$ cat src/hw/scd_defines.vh
// Purpose: Shared constants of the card command decoder.
// Assumes: Included by the decoder and its CRC unit.
// Notes:   Frame field positions, response bits and defaults.
`ifndef SCD_DEFINES_VH
`define SCD_DEFINES_VH

// ==========================================================================
// Frame layout
// ==========================================================================
`define SCD_FRAME_BITS     6'd48
`define SCD_LAST_BIT       6'd47
`define SCD_CRC_SPAN       6'd40
`define SCD_TX_BIT         46
`define SCD_IDX_HI         45
`define SCD_IDX_LO         40
`define SCD_ARG_HI         39
`define SCD_ARG_LO         8
`define SCD_CRC_HI         7
`define SCD_CRC_LO         1
`define SCD_END_BIT        0
`define SCD_CRC7_POLY      7'h09

// ==========================================================================
// Command indices and the supported set
// ==========================================================================
`define SCD_IDX_RESET      6'h00
`define SCD_IDX_INIT       6'h01
`define SCD_IDX_BLKLEN     6'h10
`define SCD_IDX_RD_MULTI   6'h12
`define SCD_IDX_BLKCNT     6'h17
`define SCD_IDX_WR_SINGLE  6'h18
`define SCD_IDX_RD_OPCOND  6'h3a
`define SCD_SUPPORTED_MASK 64'h0400000001872603

// ==========================================================================
// Short response bits and defaults
// ==========================================================================
`define SCD_RSP_IDLE       0
`define SCD_RSP_ILLEGAL    2
`define SCD_RSP_CRC        3
`define SCD_RSP_PARAM      6
`define SCD_RESP_LEAD      8'hff
`define SCD_RESP_BITS      5'd16
`define SCD_BLKLEN_DFLT    32'h00000200
`define SCD_INIT_CYCLES    1000

`endif
$ cat src/hw/scd_cmd_decoder.v
// Purpose: Receives, checks and dispatches SPI-mode card command frames.
// Assumes: Serial clock far slower than CLK_I; pins are asynchronous.
// Notes:   Data block transfer is left to an engine driven by CMD_EXEC_O.
`timescale 1ns/10ps
`default_nettype none
`include "scd_defines.vh"

// How it works
// - A frame is six bytes; all 48 bits are gathered before decoding.
// - Frame bits arrive most significant first, bit 47 leading.
// - Start 0, transmission 1, index, argument, CRC7, end bit 1.
// - The CRC7 in bits 7..1 is checked against the first 40 bits.
// - The index field is the plain binary command number.
// - Only indices 0,1,9,10,13,16,17,18,23,24,58 run; others like 2,12 are illegal.
// - Reserved indices 5,6,8,14,19,21,22 are never executed.
// - Index 1 starts initialisation and gets the short response.
// - Index 9 requests the card-specific data register after a short response.
// - Index 10 requests the identity register after a short response.
// - Index 16 stores the 32-bit block length for later block transfers.
// - Index 17 reads one block of current length at the argument address.
// - Index 18 streams blocks until stopped or the preset count is done.
// - Index 23 count sits in bits 15..0, upper bits zero, next command only.
// - Index 24 writes one block, answered by short response then busy.
// - Reset or index 0 enters idle; idle accepts only index 0, init and operating-conditions read.
// - Every well-formed frame gets a response flagging illegal, CRC or operand errors.
// - Busy after the short response holds the data line low until done.
module scd_cmd_decoder #(
   parameter INIT_CYCLES = `SCD_INIT_CYCLES
) (
   input  wire        CLK_I,
   input  wire        SYS_RST_I,
   input  wire        SCLK_I,
   input  wire        CS_N_I,
   input  wire        MOSI_I,
   input  wire        WR_BUSY_I,
   output reg         MISO_O,
   output wire        MISO_OE_N_O,
   output reg         CMD_EXEC_O,
   output reg  [5:0]  CMD_INDEX_O,
   output reg  [31:0] CMD_ARG_O,
   output reg  [31:0] BLOCK_LEN_O,
   output reg  [15:0] BLOCK_COUNT_O,
   output reg         COUNTED_O,
   output reg         IN_IDLE_O,
   output reg         RESP_STB_O,
   output reg  [7:0]  RESP_O
);

   // ==========================================================================
   // Input synchronisers
   // ==========================================================================
   reg  [1:0]  sclk_s_r;
   reg  [1:0]  cs_n_s_r;
   reg  [1:0]  mosi_s_r;
   reg         sclk_d_r;

   // Every pin passes two flops; the second stage feeds logic, and a third flop on the serial clock finds its edges.
   always @(posedge CLK_I or posedge SYS_RST_I) begin
      if (SYS_RST_I) begin
         sclk_s_r <= 2'b00;
         cs_n_s_r <= 2'b11;
         mosi_s_r <= 2'b11;
         sclk_d_r <= 1'b0;
      end else begin
         sclk_s_r <= {sclk_s_r[0], SCLK_I};
         cs_n_s_r <= {cs_n_s_r[0], CS_N_I};
         mosi_s_r <= {mosi_s_r[0], MOSI_I};
         sclk_d_r <= sclk_s_r[1];
      end
   end

   wire sel     = ~cs_n_s_r[1];
   wire mosi    = mosi_s_r[1];
   wire sc_rise = sel & sclk_s_r[1] & ~sclk_d_r;
   wire sc_fall = sel & ~sclk_s_r[1] & sclk_d_r;

   // Driven whenever the card is selected, released otherwise.
   assign MISO_OE_N_O = cs_n_s_r[1];

   // ==========================================================================
   // Frame assembly
   // ==========================================================================
   reg  [47:0] frame_r;
   reg  [5:0]  bit_cnt_r;
   reg         in_frame_r;
   reg         prev_bit_r;
   reg         done_r;
   reg  [4:0]  resp_cnt_r;
   reg         wr_pend_r;
   wire [6:0]  crc;

   // New frames are ignored while a response or a write busy is pending,
   // since write data bytes would otherwise look like command starts.
   wire        rx_ok    = sc_rise & (resp_cnt_r == 5'd0) & ~wr_pend_r;
   wire        starting = rx_ok & ~in_frame_r & ~mosi & prev_bit_r;
   wire        crc_en   = starting | (rx_ok & in_frame_r & (bit_cnt_r < `SCD_CRC_SPAN));

   scd_crc7 scd_crc7_inst (
      .clk_i     (CLK_I),
      .rst_i     (SYS_RST_I),
      .en_i      (crc_en),
      .restart_i (starting),
      .bit_i     (mosi),
      .crc_o     (crc)
   );

   // Bits shift in from the bottom so the first one ends at bit 47.
   always @(posedge CLK_I or posedge SYS_RST_I) begin
      if (SYS_RST_I) begin
         frame_r    <= 48'h000000000000;
         bit_cnt_r  <= 6'd0;
         in_frame_r <= 1'b0;
         prev_bit_r <= 1'b1;
         done_r     <= 1'b0;
      end else begin
         done_r <= 1'b0;
         if (!sel) begin
            in_frame_r <= 1'b0;
            prev_bit_r <= 1'b1;
         end else if (rx_ok) begin
            prev_bit_r <= mosi;
            if (starting) begin
               frame_r    <= {47'h0, mosi};
               bit_cnt_r  <= 6'd1;
               in_frame_r <= 1'b1;
            end else if (in_frame_r) begin
               frame_r   <= {frame_r[46:0], mosi};
               bit_cnt_r <= bit_cnt_r + 6'd1;
               if (bit_cnt_r == `SCD_LAST_BIT) begin
                  in_frame_r <= 1'b0;
                  done_r     <= 1'b1;
               end
            end
         end
      end
   end

   // ==========================================================================
   // Decode and checks
   // ==========================================================================
   reg         idle_r;
   reg         init_run_r;
   reg  [15:0] init_cnt_r;
   reg         armed_r;
   wire [63:0] supp_mask = `SCD_SUPPORTED_MASK;

   wire [5:0]  idx       = frame_r[`SCD_IDX_HI:`SCD_IDX_LO];
   wire [31:0] arg       = frame_r[`SCD_ARG_HI:`SCD_ARG_LO];
   wire        fmt_ok    = frame_r[`SCD_TX_BIT] & frame_r[`SCD_END_BIT];
   wire        crc_bad   = crc != frame_r[`SCD_CRC_HI:`SCD_CRC_LO];
   // Reserved and unsupported indices both fall outside the mask.
   wire        supported = supp_mask[idx];
   wire        idle_ok   = (idx == `SCD_IDX_RESET) | (idx == `SCD_IDX_INIT) |
                           (idx == `SCD_IDX_RD_OPCOND);
   wire        illegal   = ~supported | (idle_r & ~idle_ok);
   wire        param_bad = (idx == `SCD_IDX_BLKCNT) & (|arg[31:16]);
   wire        respond   = done_r & fmt_ok;
   wire        exec      = respond & ~crc_bad & ~illegal & ~param_bad;
   wire        to_idle   = exec & (idx == `SCD_IDX_RESET);
   wire        init_done = init_run_r & (init_cnt_r == INIT_CYCLES[15:0] - 16'd1);

   reg  [7:0]  short_rsp;

   // The idle flag in the answer shows the state after this command.
   always @* begin
      short_rsp                   = 8'h00;
      short_rsp[`SCD_RSP_IDLE]    = idle_r | to_idle;
      short_rsp[`SCD_RSP_ILLEGAL] = illegal;
      short_rsp[`SCD_RSP_CRC]     = crc_bad;
      short_rsp[`SCD_RSP_PARAM]   = param_bad;
   end

   // ==========================================================================
   // Card state and dispatch
   // ==========================================================================
   // Initialisation is modelled as a fixed count; a real card would end it
   // when its internal setup finishes.
   always @(posedge CLK_I or posedge SYS_RST_I) begin
      if (SYS_RST_I) begin
         idle_r        <= 1'b1;
         init_run_r    <= 1'b0;
         init_cnt_r    <= 16'h0000;
         armed_r       <= 1'b0;
         BLOCK_LEN_O   <= `SCD_BLKLEN_DFLT;
         BLOCK_COUNT_O <= 16'h0000;
         COUNTED_O     <= 1'b0;
         CMD_EXEC_O    <= 1'b0;
         CMD_INDEX_O   <= 6'h00;
         CMD_ARG_O     <= 32'h00000000;
         IN_IDLE_O     <= 1'b1;
         RESP_STB_O    <= 1'b0;
         RESP_O        <= 8'h00;
      end else begin
         CMD_EXEC_O <= exec;
         RESP_STB_O <= respond;
         IN_IDLE_O  <= idle_r;
         if (respond) begin
            RESP_O <= short_rsp;
         end
         if (init_run_r) begin
            init_cnt_r <= init_cnt_r + 16'd1;
         end
         if (init_done) begin
            idle_r     <= 1'b0;
            init_run_r <= 1'b0;
         end
         if (exec) begin
            CMD_INDEX_O <= idx;
            CMD_ARG_O   <= arg;
            armed_r     <= 1'b0;             // A preset count lasts one command.
            COUNTED_O   <= armed_r & (idx == `SCD_IDX_RD_MULTI);
            case (idx)
               `SCD_IDX_RESET: begin
                  idle_r      <= 1'b1;
                  init_run_r  <= 1'b0;
                  BLOCK_LEN_O <= `SCD_BLKLEN_DFLT;
               end
               `SCD_IDX_INIT: begin
                  if (idle_r && !init_run_r) begin
                     init_run_r <= 1'b1;
                     init_cnt_r <= 16'h0000;
                  end
               end
               `SCD_IDX_BLKLEN: begin
                  BLOCK_LEN_O <= arg;
               end
               `SCD_IDX_BLKCNT: begin
                  BLOCK_COUNT_O <= arg[15:0];
                  armed_r       <= 1'b1;
               end
               default: begin
               end
            endcase
         end
      end
   end

   // ==========================================================================
   // Response shifter and write busy
   // ==========================================================================
   reg  [15:0] resp_sr_r;
   reg         busy_seen_r;

   // One idle byte leads the answer so the host sees a gap before it.
   always @(posedge CLK_I or posedge SYS_RST_I) begin
      if (SYS_RST_I) begin
         resp_sr_r   <= 16'hffff;
         resp_cnt_r  <= 5'd0;
         wr_pend_r   <= 1'b0;
         busy_seen_r <= 1'b0;
         MISO_O      <= 1'b1;
      end else begin
         if (respond) begin
            resp_sr_r  <= {`SCD_RESP_LEAD, short_rsp};
            resp_cnt_r <= `SCD_RESP_BITS;
            wr_pend_r  <= exec & (idx == `SCD_IDX_WR_SINGLE);
         end else if (!sel) begin
            resp_cnt_r <= 5'd0;     // Deselect drops the answer but not the busy.
            MISO_O     <= 1'b1;
         end else if (sc_fall && resp_cnt_r != 5'd0) begin
            MISO_O     <= resp_sr_r[15];
            resp_sr_r  <= {resp_sr_r[14:0], 1'b1};
            resp_cnt_r <= resp_cnt_r - 5'd1;
         end else if (resp_cnt_r == 5'd0 && wr_pend_r && sc_fall) begin
            MISO_O <= ~WR_BUSY_I;
         end else if (resp_cnt_r == 5'd0 && !wr_pend_r && sc_fall) begin
            MISO_O <= 1'b1;
         end
         if (wr_pend_r && WR_BUSY_I) begin
            busy_seen_r <= 1'b1;
         end
         if (wr_pend_r && busy_seen_r && !WR_BUSY_I) begin
            wr_pend_r   <= 1'b0;
            busy_seen_r <= 1'b0;
         end
      end
   end

endmodule // scd_cmd_decoder
`default_nettype wire

$ cat src/hw/scd_crc7.v
// Purpose: Serial seven-bit CRC over the head of a command frame.
// Assumes: One bit per enable pulse, most significant bit first.
// Notes:   A restart pulse seeds the sum with zero on the same bit.
`timescale 1ns/10ps
`default_nettype none
`include "scd_defines.vh"

module scd_crc7 (
   input  wire       clk_i,
   input  wire       rst_i,
   input  wire       en_i,
   input  wire       restart_i,
   input  wire       bit_i,
   output reg  [6:0] crc_o
);

   wire [6:0] base = restart_i ? 7'h00 : crc_o;
   wire       fb   = base[6] ^ bit_i;

   // ==========================================================================
   // Shift register
   // ==========================================================================
   // Feedback taps follow the polynomial x^7 + x^3 + 1.
   always @(posedge clk_i or posedge rst_i) begin
      if (rst_i) begin
         crc_o <= 7'h00;
      end else if (en_i) begin
         crc_o <= {base[5:0], 1'b0} ^ ({7{fb}} & `SCD_CRC7_POLY);
      end
   end

endmodule // scd_crc7
`default_nettype wire

$ cat config.mk
export PLATFORM = sky130hd
export DESIGN_NAME = scd_cmd_decoder
export DESIGN_NICKNAME = d
export VERILOG_FILES = /design/src/hw/scd_cmd_decoder.v /design/src/hw/scd_crc7.v
export VERILOG_INCLUDE_DIRS = /design/src /design/src/hw
export SDC_FILE = /design/constraint.sdc
export NUM_CORES = 1
export LEC_CHECK = 0
export ABC_AREA = 1
export ABC_CLOCK_PERIOD_IN_PS = 9170
export BUFFER_PORTS_ARGS = -buffer_cell sky130_fd_sc_hd__buf_2
export CORE_MARGIN = 4
export CORE_UTILIZATION = 55
export DETAILED_ROUTE_END_ITERATION = 10
export PLACE_DENSITY_LB_ADDON = 0.05
export SETUP_SLACK_MARGIN = 0.5
export SYNTH_ARGS = -nofsm -noshare
export SYNTH_HDL_FRONTEND = slang
export SYNTH_HIERARCHICAL = 1
export SYNTH_SLANG_ARGS = --single-unit
$ cat constraint.sdc
create_clock -name CLK_I -period 9.17 [get_ports CLK_I]
set_input_delay 1.834 -clock CLK_I [delete_from_list [all_inputs] [get_ports CLK_I]]
set_output_delay 1.834 -clock CLK_I [all_outputs]
set_load 0.1 [all_outputs]
After elaboration in Yosys (flattened, before gate mapping):

Memories as Yosys holds them, arrays and structs flattened.
Cells that the tools add are included.
W data, S select, Z words.

* bits in registers: 207
* ROM bits: 64
* bits of input ports: 6
* output and inout port bits: 100
* word-level logic and storage cells: 160
* memories kept: 1

Memory list
* (no name shown): depth 64, width 1, read ports 1, clocked after Yosys merged registers in 0, wr ports 0, RTL line scd_cmd_decoder.v:152 `wire supported = supp_mask[idx];`

* add/sub/neg operators: 3
* magnitude comparators: 2
* equality and inequality tests: 10
* mux-type cells: 45
* bitwise gates (word level): 42
* reduce and logical (&&, ||, !) cells: 29

Operators by type and width (number)
* $mux W16: 7
* $mux W47: 2
* $pmux W32 S2: 1
* $mux W1: 28
* $eq A6 B5 Y1 const B: 4
* $and A1 B1 Y1: 22
* $add A16 B1 Y16 const B: 1
* $eq A16 B10 Y1 const B: 1
* $reduce_or A16 Y1: 1
* $mux W5: 3
* $not A1 Y1: 13
* $eq A6 B6 Y1 const B: 2
* $mux W6: 2
* $reduce_bool A2 Y1: 6
* $logic_and A1 B1 Y1: 9
* $reduce_and A2 Y1: 4
* $lt A6 B7 Y1 const B: 1
* $mux W7: 1
* $ne A7 B7 Y1: 1
* $xor A7 B4 Y7: 1
* $add A6 B1 Y6 const B: 1
* $eq A6 B1 Y1 const B: 1
* $logic_not A6 Y1: 1
* $lt A6 B6 Y1 const B: 1
* 11 further kinds: 17

Depth between registers and ports, before layout:

Gate-level depths: netlist of run 1.

* depth in word-level cells: 12
* gate-level depth with buffers: 14
* depth with buffers taken out: 14

By module:

The synthesis of run 1 kept the hierarchy.

Modules (own cells, without submodules)
* scd_cmd_decoder: instances 1, cells each 940, area an instance 8543.2 µm², seq. area each 5036.1 µm²
* scd_crc7: instances 1, cells each 35, area an instance 320.3 µm², seq. area each 175.2 µm²

Worst setup path after synthesis of run 1:

Ideal clock, no wire load.

* path type: reg-to-output
* start: reg CMD_ARG_O[9]
* end: out CMD_ARG_O[9]
* arrival: 898 ps
* path slack: 6438 ps
* stages on the path, launching flop included: 1
* cells stage by stage: dfrtp_1

RTL lines
* start: declaration: RTL line scd_cmd_decoder.v:40 `output reg [31:0] CMD_ARG_O,`
* start signal: assignment: RTL line scd_cmd_decoder.v:209 `CMD_ARG_O <= arg;`

No word-level cell between the ends.

Final worst setup path of run 1:

* start: reg BLOCK_LEN_O[9]
* end: out BLOCK_LEN_O[9]

RTL lines
* start: declaration: RTL line scd_cmd_decoder.v:41 `output reg [31:0] BLOCK_LEN_O,`
* start signal: assignment: RTL line scd_cmd_decoder.v:184 `` BLOCK_LEN_O <= `SCD_BLKLEN_DFLT; ``
* start signal: assignment: RTL line scd_cmd_decoder.v:216 `` BLOCK_LEN_O <= `SCD_BLKLEN_DFLT; ``
* start signal: assignment: RTL line scd_cmd_decoder.v:225 `BLOCK_LEN_O <= arg;`

No word-level cell between the ends.

==> run summary, run 1 <==
Nets@finish - 1080
Die Area - 0.0182 mm2
Area post-placement - 0.00945 mm2
CTS tree - yes
Register-to-Register Setup Slack - 6.03 ns
Fmax - 0.303 GHz
Top Usage Layer GRT - met2
Post-CTS Setup Repair Bufs - 0
Clk_lat worst skew - 0.49 ns
RSZ-0062 raised after global routing - false
GRT Residual Overflow - 0
LEAKAGE - 5.33 nW
Largest net degree at the start of global routing - 132
Hold_ws - 0.350 ns
Status - finished, final reports clean
Kind of critical path - flop to output pin
Critical Path Slowest Stage Cell - dfstp_2
Clock transition at the registers of the reported paths - 0.06 ns
M2 GR Usage - 0.329
Placer Congestion - 0.805
Synth Register Bits - 207
Most frequent cells in the layout - 260 x nand2_1, 182 x dfrtp_1, 104 x inv_1, 101 x buf_2, 83 x nand3_1
Worst slew pin tran - 1.13 ns
CP Launch Type - flop
Final Skew - 0.0124 ns
Ys Warns - 6
Fill count - 1353
HPWL Detailed - 12500 um
Worst IR Drop VDD - 0.000213 V
PortBufs - 101
Width of the die - 135 um
Crit share post-route - 0.360
CTS HTree Levels - 1
Vias in the first global route - 6378
Clock sink count - 207
First-pass GRT wire length - 32300 um
Min-delay src - sclk_s_r[0]
Crit path arrival time - 1.46 ns
Ys async rst share - 1.00
GR met3 Demand/Resource - 0.0324
Number of synthesized flops with an enable pin - 0
GRT Overall Usage - 0.214
Initial DRT Pass Iterations - 4
Area Overhead vs Synth - 14.5%
Drc violations - 0
Row cnt - 46
Vias per Instance - 5.17
WP depth - 1
Final instance area - 0.0101 mm2
Max-slew headroom - 0.248
Initial antenna violation count - 0
WHS Endpoint - sclk_s_r[1]
Seq/Total Area, Yosys - 0.588
Setup TNS - 0 ns
Netlist cell types - 38
DR iter-0 viols - 418
Cell class contributing the biggest share of worst-path delay - flip-flops
Routed length per placed instance - 14.7 um
Reg2reg start - frame_r[41]
Boundary Pins - 106
Pre-CTS setup slack - 5.57 ns
Root buf cell - clkbuf_16
Most common cell after layout, fill and taps aside - nand2_1
Worst path max stage delay - 0.54 ns
Syn_area_per_cell - 9.09 um2
Hold buffers post-CTS - 0
Crit path buf inv count - 1
Die Y - 135 um
Routed via count - 6699
R2R depth - 11
Layout cells sized above 1 - 0.175
DRT Wirelength - 19100 um
Worst Hold Class - flop to flop
Post_cts resized - 0
Initial Utilization - 0.560
Required @ worst endpoint - 7.34 ns
Mapped Cells - 975
Max-cap viol count - 0
Synth Cell Area - 0.00886 mm2
TritonCTS Buffers - 22
Clock Path Buffers - 3
Final setup violating endpoints - 0
Crit path capture type - output pin
ANT cells - 0
Crit path cell chain - buf_2
Crit-path max FO - 2
Hold Crit Depth - 0
Primary FF master, synth - dfrtp_1
Final setup margin - 5.87 ns
Met1 Use GR - 0.326
Final Max Slew Viols - 0
Final hold vios - 0
Core Box Area - 0.0158 mm2
PwrDens - 187 mW/mm2
R2r endpoint - BLOCK_COUNT_O[2]
Min cycle time layout - 3.30 ns
Final ANT Viol Nets - 0
## worst max-delay path by stage
stage	startpoint	end	slack [ns]
after detailed placement	SYS_RST_I	frame_r[43]	5.57
after CTS	BLOCK_LEN_O[9]	BLOCK_LEN_O[9]	5.85
after global placement	SYS_RST_I	frame_r[41]	5.58
after floorplan	SYS_RST_I	BLOCK_COUNT_O[0]	1.92
final	BLOCK_LEN_O[9]	BLOCK_LEN_O[9]	5.87
after global routing	frame_r[41]	BLOCK_COUNT_O[2]	5.66
## where the power goes
group	switching [mW]	internal, mW
clock network	0.347	0.500
registers	0.0193	0.934
logic	0.0668	0.0262
## cells in the mapped netlist, types with 2 or more instances
master	count	share of area
nand2_2	2	0.0014
ha_1	10	0.014
nand4_1	12	0.0085
or2_2	2	0.0014
nand3_1	83	0.047
o21ai_0	15	0.0085
o211ai_1	4	0.0034
xor2_1	10	0.0099
xnor2_1	6	0.0059
inv_1	105	0.044
buf_6	4	0.0051
nor2_4	3	0.0038
o21ai_1	36	0.020
dfstp_2	25	0.074
nand3b_1	5	0.0042
o22ai_1	52	0.037
buf_4	8	0.0068
inv_2	9	0.0038
buf_2	17	0.0096
dfrtp_1	182	0.51
nand3_2	2	0.0023
nand2_1	261	0.11
nor2_1	59	0.025
a21oi_1	20	0.011
nor2_2	2	0.0014
clkbuf_1	15	0.0064
nor3_1	6	0.0034
and2_1	2	0.0014
a22oi_1	9	0.0076
## layer usage
layer  vias up  wire, um
met5         -         0
met4         0       362
li1       3328         -
met2       151      8450
met1      3193      9320
met3        27       929
## kinds of logic after synthesis
| group | Yosys count | synth area share |
|---|---|---|
| AO/OA/AOI/OAI | 138 | 0.0896 |
| XOR/XNOR | 16 | 0.0158 |
| adder cells (fa/ha/maj) | 10 | 0.0141 |
| buffers and inverters | 159 | 0.0767 |
| flip-flops | 207 | 0.588 |
| multiplexers | 2 | 0.00240 |
| other | 1 | 0.000423 |
| AND/OR/NAND/NOR | 442 | 0.213 |
## metrics by stage
step	utilization	total power [mW]	cells
5_1_grt	0.641	1.98	1296
3_5_place_dp	0.597	1.06	1256
4_1_cts	0.641	1.92	1296
3_3_place_gp	0.597	1.06	1256
6_report	0.641	1.89	1296
2_1_floorplan	-	1.04	978
## registers in the layout (all words and copies together) (netlist names), 2 cells and up
signal	count
CMD_ARG_O	32
frame_r	47
CMD_INDEX_O	6
mosi_s_r	2
init_cnt_r	16
bit_cnt_r	6
cs_n_s_r	2
BLOCK_COUNT_O	16
resp_sr_r	16
resp_cnt_r	5
scd_crc7_inst/crc_o	7
sclk_s_r	2
RESP_O	4
BLOCK_LEN_O	32
## cell type report
type	instances	area, um2	share of cell area
clock buffer	35	671	0.0661
tap	216	270	0.0266
inverter	114	435	0.0429
timing repair buffer	107	551	0.0542
clock inverter	5	25.0	0.00247
sequential	207	5210	0.513
multi-input combinational	612	2990	0.294
(Power assumes the default switching activity.)
==> inputs of run 2 (changes only) <==
ABC_AREA = 0   (was 1)
ABC_CLOCK_PERIOD_IN_PS = 3350   (was 9170)
clock period = 3.35 ns   (was 9.17 ns; I/O delays follow)
==> run 2 against run 1 <==
Sequential share of layout area shrank 1.1 points. Total power grew to 2.7 times the previous value. Final area grew 2.2%. Global-route usage shrank 0.63 points. Utilization grew 1.4 points. Via count shrank 12%. Sequential power grew to 2.7 times the previous value.
==> run summary, run 2 <==
Status - finished, final reports clean
Kind of critical path - flop to flop
Final setup margin - 0.589 ns (-5.28 ns)
Final Skew - 0.0298 ns (+0.0174 ns)
Final setup violating endpoints - 0 (unchanged)
PortBufs - 101 (unchanged)
Final hold vios - 0 (unchanged)
Crit path arrival time - 3.15 ns (+1.69 ns)
Final non-filler cell total - 1077 (-17%)
Met1 WL - 8200 um (-12%)
Hold buffers post-CTS - 0 (unchanged)
Largest register FFs - 47 (unchanged)
CTS HTree Levels - 1 (unchanged)
DR iter-0 viols - 342 (-18%)
CTS tree - yes
Commonest cells in the synthesized netlist - 182 x dfrtp_1, 83 x nand2_1, 54 x mux2_2
Clk_lat worst skew - 0.51 ns (+0.02 ns)
Nets@finish - 861 (-20%)
Synth Register Bits - 207 (unchanged)
Top Registers - frame_r (47), BLOCK_LEN_O (32), CMD_ARG_O (32)
Number of synthesized flops with an enable pin - 0 (unchanged)
Routed via count - 5875 (-12%)
Root buf cell - clkbuf_16
Switching component of the power - 1.16 mW (+170%)
Cell class contributing the biggest share of worst-path delay - simple AND/OR/NAND/NOR gates
Core Box Area - 0.0158 mm2 (unchanged)
Drc violations - 0 (unchanged)
Synth Cell Area - 0.00882 mm2 (-0.45%)
RSZ-0062 raised after global routing - false
Clock power frac - 0.447 (about the same)
Routed length per placed instance - 17.2 um (+17%)
Fmax - 0.362 GHz
Initial antenna violation count - 0 (unchanged)
Crit-path max FO - 17 (+15)
Ys async rst share - 1.00 (unchanged)
Area Overhead vs Synth - 17.6%
Vias per Instance - 5.45 (+5.5%)
PwrDens - 497 mW/mm2 (+170%)
Reg2reg start - frame_r[41]
Ys Warns - 6 (unchanged)
DRT Wirelength - 18500 um (-3.0%)
Worst Hold Class - input port to asynchronous set/reset pin
Comb pwr share - 0.046 (-0.003)
Clock sink count - 207 (unchanged)
Count leader, synth - dfrtp_1
Final Max Slew Viols - 0 (unchanged)
CP Launch Type - flop
Largest net degree at the start of global routing - 122 (-7.6%)
Boundary Pins - 106 (unchanged)
Min cycle time layout - 2.76 ns
Worst path max stage delay - 0.46 ns (-0.08 ns)
R2R depth - 8 (-3)
Pre-CTS setup slack - 0.316 ns (-5.26 ns)
GRT Residual Overflow - 0 (unchanged)
Critical Path Slowest Stage Cell - dfrtp_2
Die Area - 0.0181 mm2 (-0.42%)
ANT cells - 0 (unchanged)
First-pass GRT wire length - 31000 um (-3.9%)
Netlist cell types - 56 (+47%)
Layout cells sized above 1 - 0.296 (+0.121)
Multi-input gate area in the final layout - 0.00328 mm2 (+9.9%)
Most frequent cells in the layout - 180 x dfrtp_1, 101 x buf_2, 83 x nand2_1, 54 x mux2_2, 45 x inv_1
Area leader, netlist - dfrtp_1
Width of the die - 135 um (-0.21%)
GRT Overall Usage - 0.207 (-0.00628)
Required @ worst endpoint - 3.74 ns (-3.60 ns)
Initial DRT Pass Iterations - 4 (unchanged)
Uppermost layer routed - met4
Row cnt - 46 (unchanged)
Fill count - 1250 (-7.6%)
Primary FF master, synth - dfrtp_1
Final ANT Viol Nets - 0 (unchanged)
Placed Cells - 1035 (-18%)
Seq/Total Area, Yosys - 0.591 (+0.00267)
Crit path buf inv count - 2 (+1)
Placer Congestion - 0.865 (+7.4%)
Crit share post-route - 0.824
Setup TNS - 0 ns (unchanged)
Crit path cell chain - inv_2, ha_4, or4b_1, a21o_1, a311oi_4, buf_4, nand3_4, mux2_2
Met3 WL - 1210 um (+30%)
Register-to-Register Setup Slack - 0.59 ns (-5.44 ns)
Initial Utilization - 0.557 (-0.00253)
Max-slew headroom - 0.542 (+0.294)
Most common cell after layout, fill and taps aside - dfrtp_1
Met2 routed WL - 8840 um (+4.6%)
Top reg by flops - frame_r
Vias in the first global route - 5982 (-6.2%)
Crit path capture type - flop
Clock Path Buffers - 3 (unchanged)
Max-cap viol count - 0 (unchanged)
HPWL Detailed - 12200 um (-1.7%)
Die Y - 135 um (-0.21%)
Hold_ws - 0.126 ns (-0.224 ns)
Clock transition at the registers of the reported paths - 0.06 ns (about the same)
Register Area - 0.00521 mm2 (about the same)
LEAKAGE - 5.08 nW (-4.7%)
Worst IR Drop VDD - 0.000362 V (+70%)
Synth top area cells - dfrtp_1 52%, dfstp_2 7.4%, mux2_2 6.9%
Switching Share - 0.225 (-0.00370)
Part of the power in registers - 0.507 (+0.003)
Syn_area_per_cell - 12.0 um2 (+32%)
Mapped Cells - 737 (-24%)
TritonCTS Buffers - 22 (unchanged)
R2r endpoint - BLOCK_COUNT_O[2]
Worst slew pin tran - 0.687 ns (-0.440 ns)
Synth top area share - 0.516 (+0.00233)
Int Power - 3.99 mW (+170%)
==> run 2: area by class of cell <==
class	count	share of cell area
Inverter	48	0.0177
Multi-Input combinational cell	447	0.316
Tap cell	216	0.0261
Clock inverter	2	0.00205
Sequential cell	207	0.503
Timing Repair Buffer	119	0.0704
Clock buffer	38	0.0646
==> run 2: kinds of logic (layout without fill, tap and decap cells) <==
kind of cell,count (synthesis),in the layout,synth area share
and+or+nand+nor,213,213,0.121
DFF,207,207,0.591
muxes,93,93,0.116
AOI/OAI and AO/OA,92,92,0.0784
buffers and inverters,86,207,0.0455
xor gates and xnor gates,35,35,0.0347
adders and majority gates,10,10,0.0142
other,1,4,0.000425
==> run 2: metrics by stage <==
step / power (mW) / utilization / cell area, um2
floorplan: 2.83 / - / 8840
global placement: 2.88 / 0.605 / 9570
detailed placement: 2.89 / 0.605 / 9570
CTS: 5.20 / 0.652 / 10300
global route: 5.34 / 0.655 / 10400
finish: 5.15 / 0.655 / 10400
==> run 2: worst reg2reg max path, cell delays in order, from the launching register on <==
cell      delay, ns
dfrtp_2        0.46
inv_2          0.12
ha_4           0.15
or4b_1         0.45
a21o_1         0.23
a311oi_4       0.38
buf_4          0.21
nand3_4        0.25
mux2_2         0.39
==> run 2: power groups by stage <==
stage               Clock, mW  Sequential, mW  Combinational (mW)
floorplan                   0            2.65               0.187
global placement            0            2.65               0.226
detailed placement          0            2.66               0.237
CTS                      2.35            2.61               0.239
global route             2.45            2.62               0.268
finish                   2.31            2.61               0.235
==> run 2: worst max path at each step <==
stage | from | to | slack, ns | depth (start not counted)
floorplan | SYS_RST_I | BLOCK_COUNT_O[0] | 0.11 | 1
global placement | frame_r[40] | BLOCK_COUNT_O[2] | 0.48 | 8
detailed placement | frame_r[40] | BLOCK_COUNT_O[2] | 0.32 | 8
CTS | frame_r[41] | BLOCK_LEN_O[26] | 0.42 | 8
global route | frame_r[40] | BLOCK_LEN_O[1] | 0.49 | 9
finish | frame_r[41] | BLOCK_COUNT_O[2] | 0.59 | 8
==> run 2: what timing repair did <==
| item | in CTS | in global routing |
|---|---|---|
| gates resized for setup | 3 | 14 |
| pin swaps | 0 | 1 |
| endpoints found under the setup margin | 54 | 102 |
| buffers inserted | 2 | 0 |
==> run 2: metal layers <==
layer,track usage,vias to the layer above
met4,0.0407,0
met1,0.295,2964
met5,0,-
met3,0.0529,26
met2,0.328,148
li1,-,2737
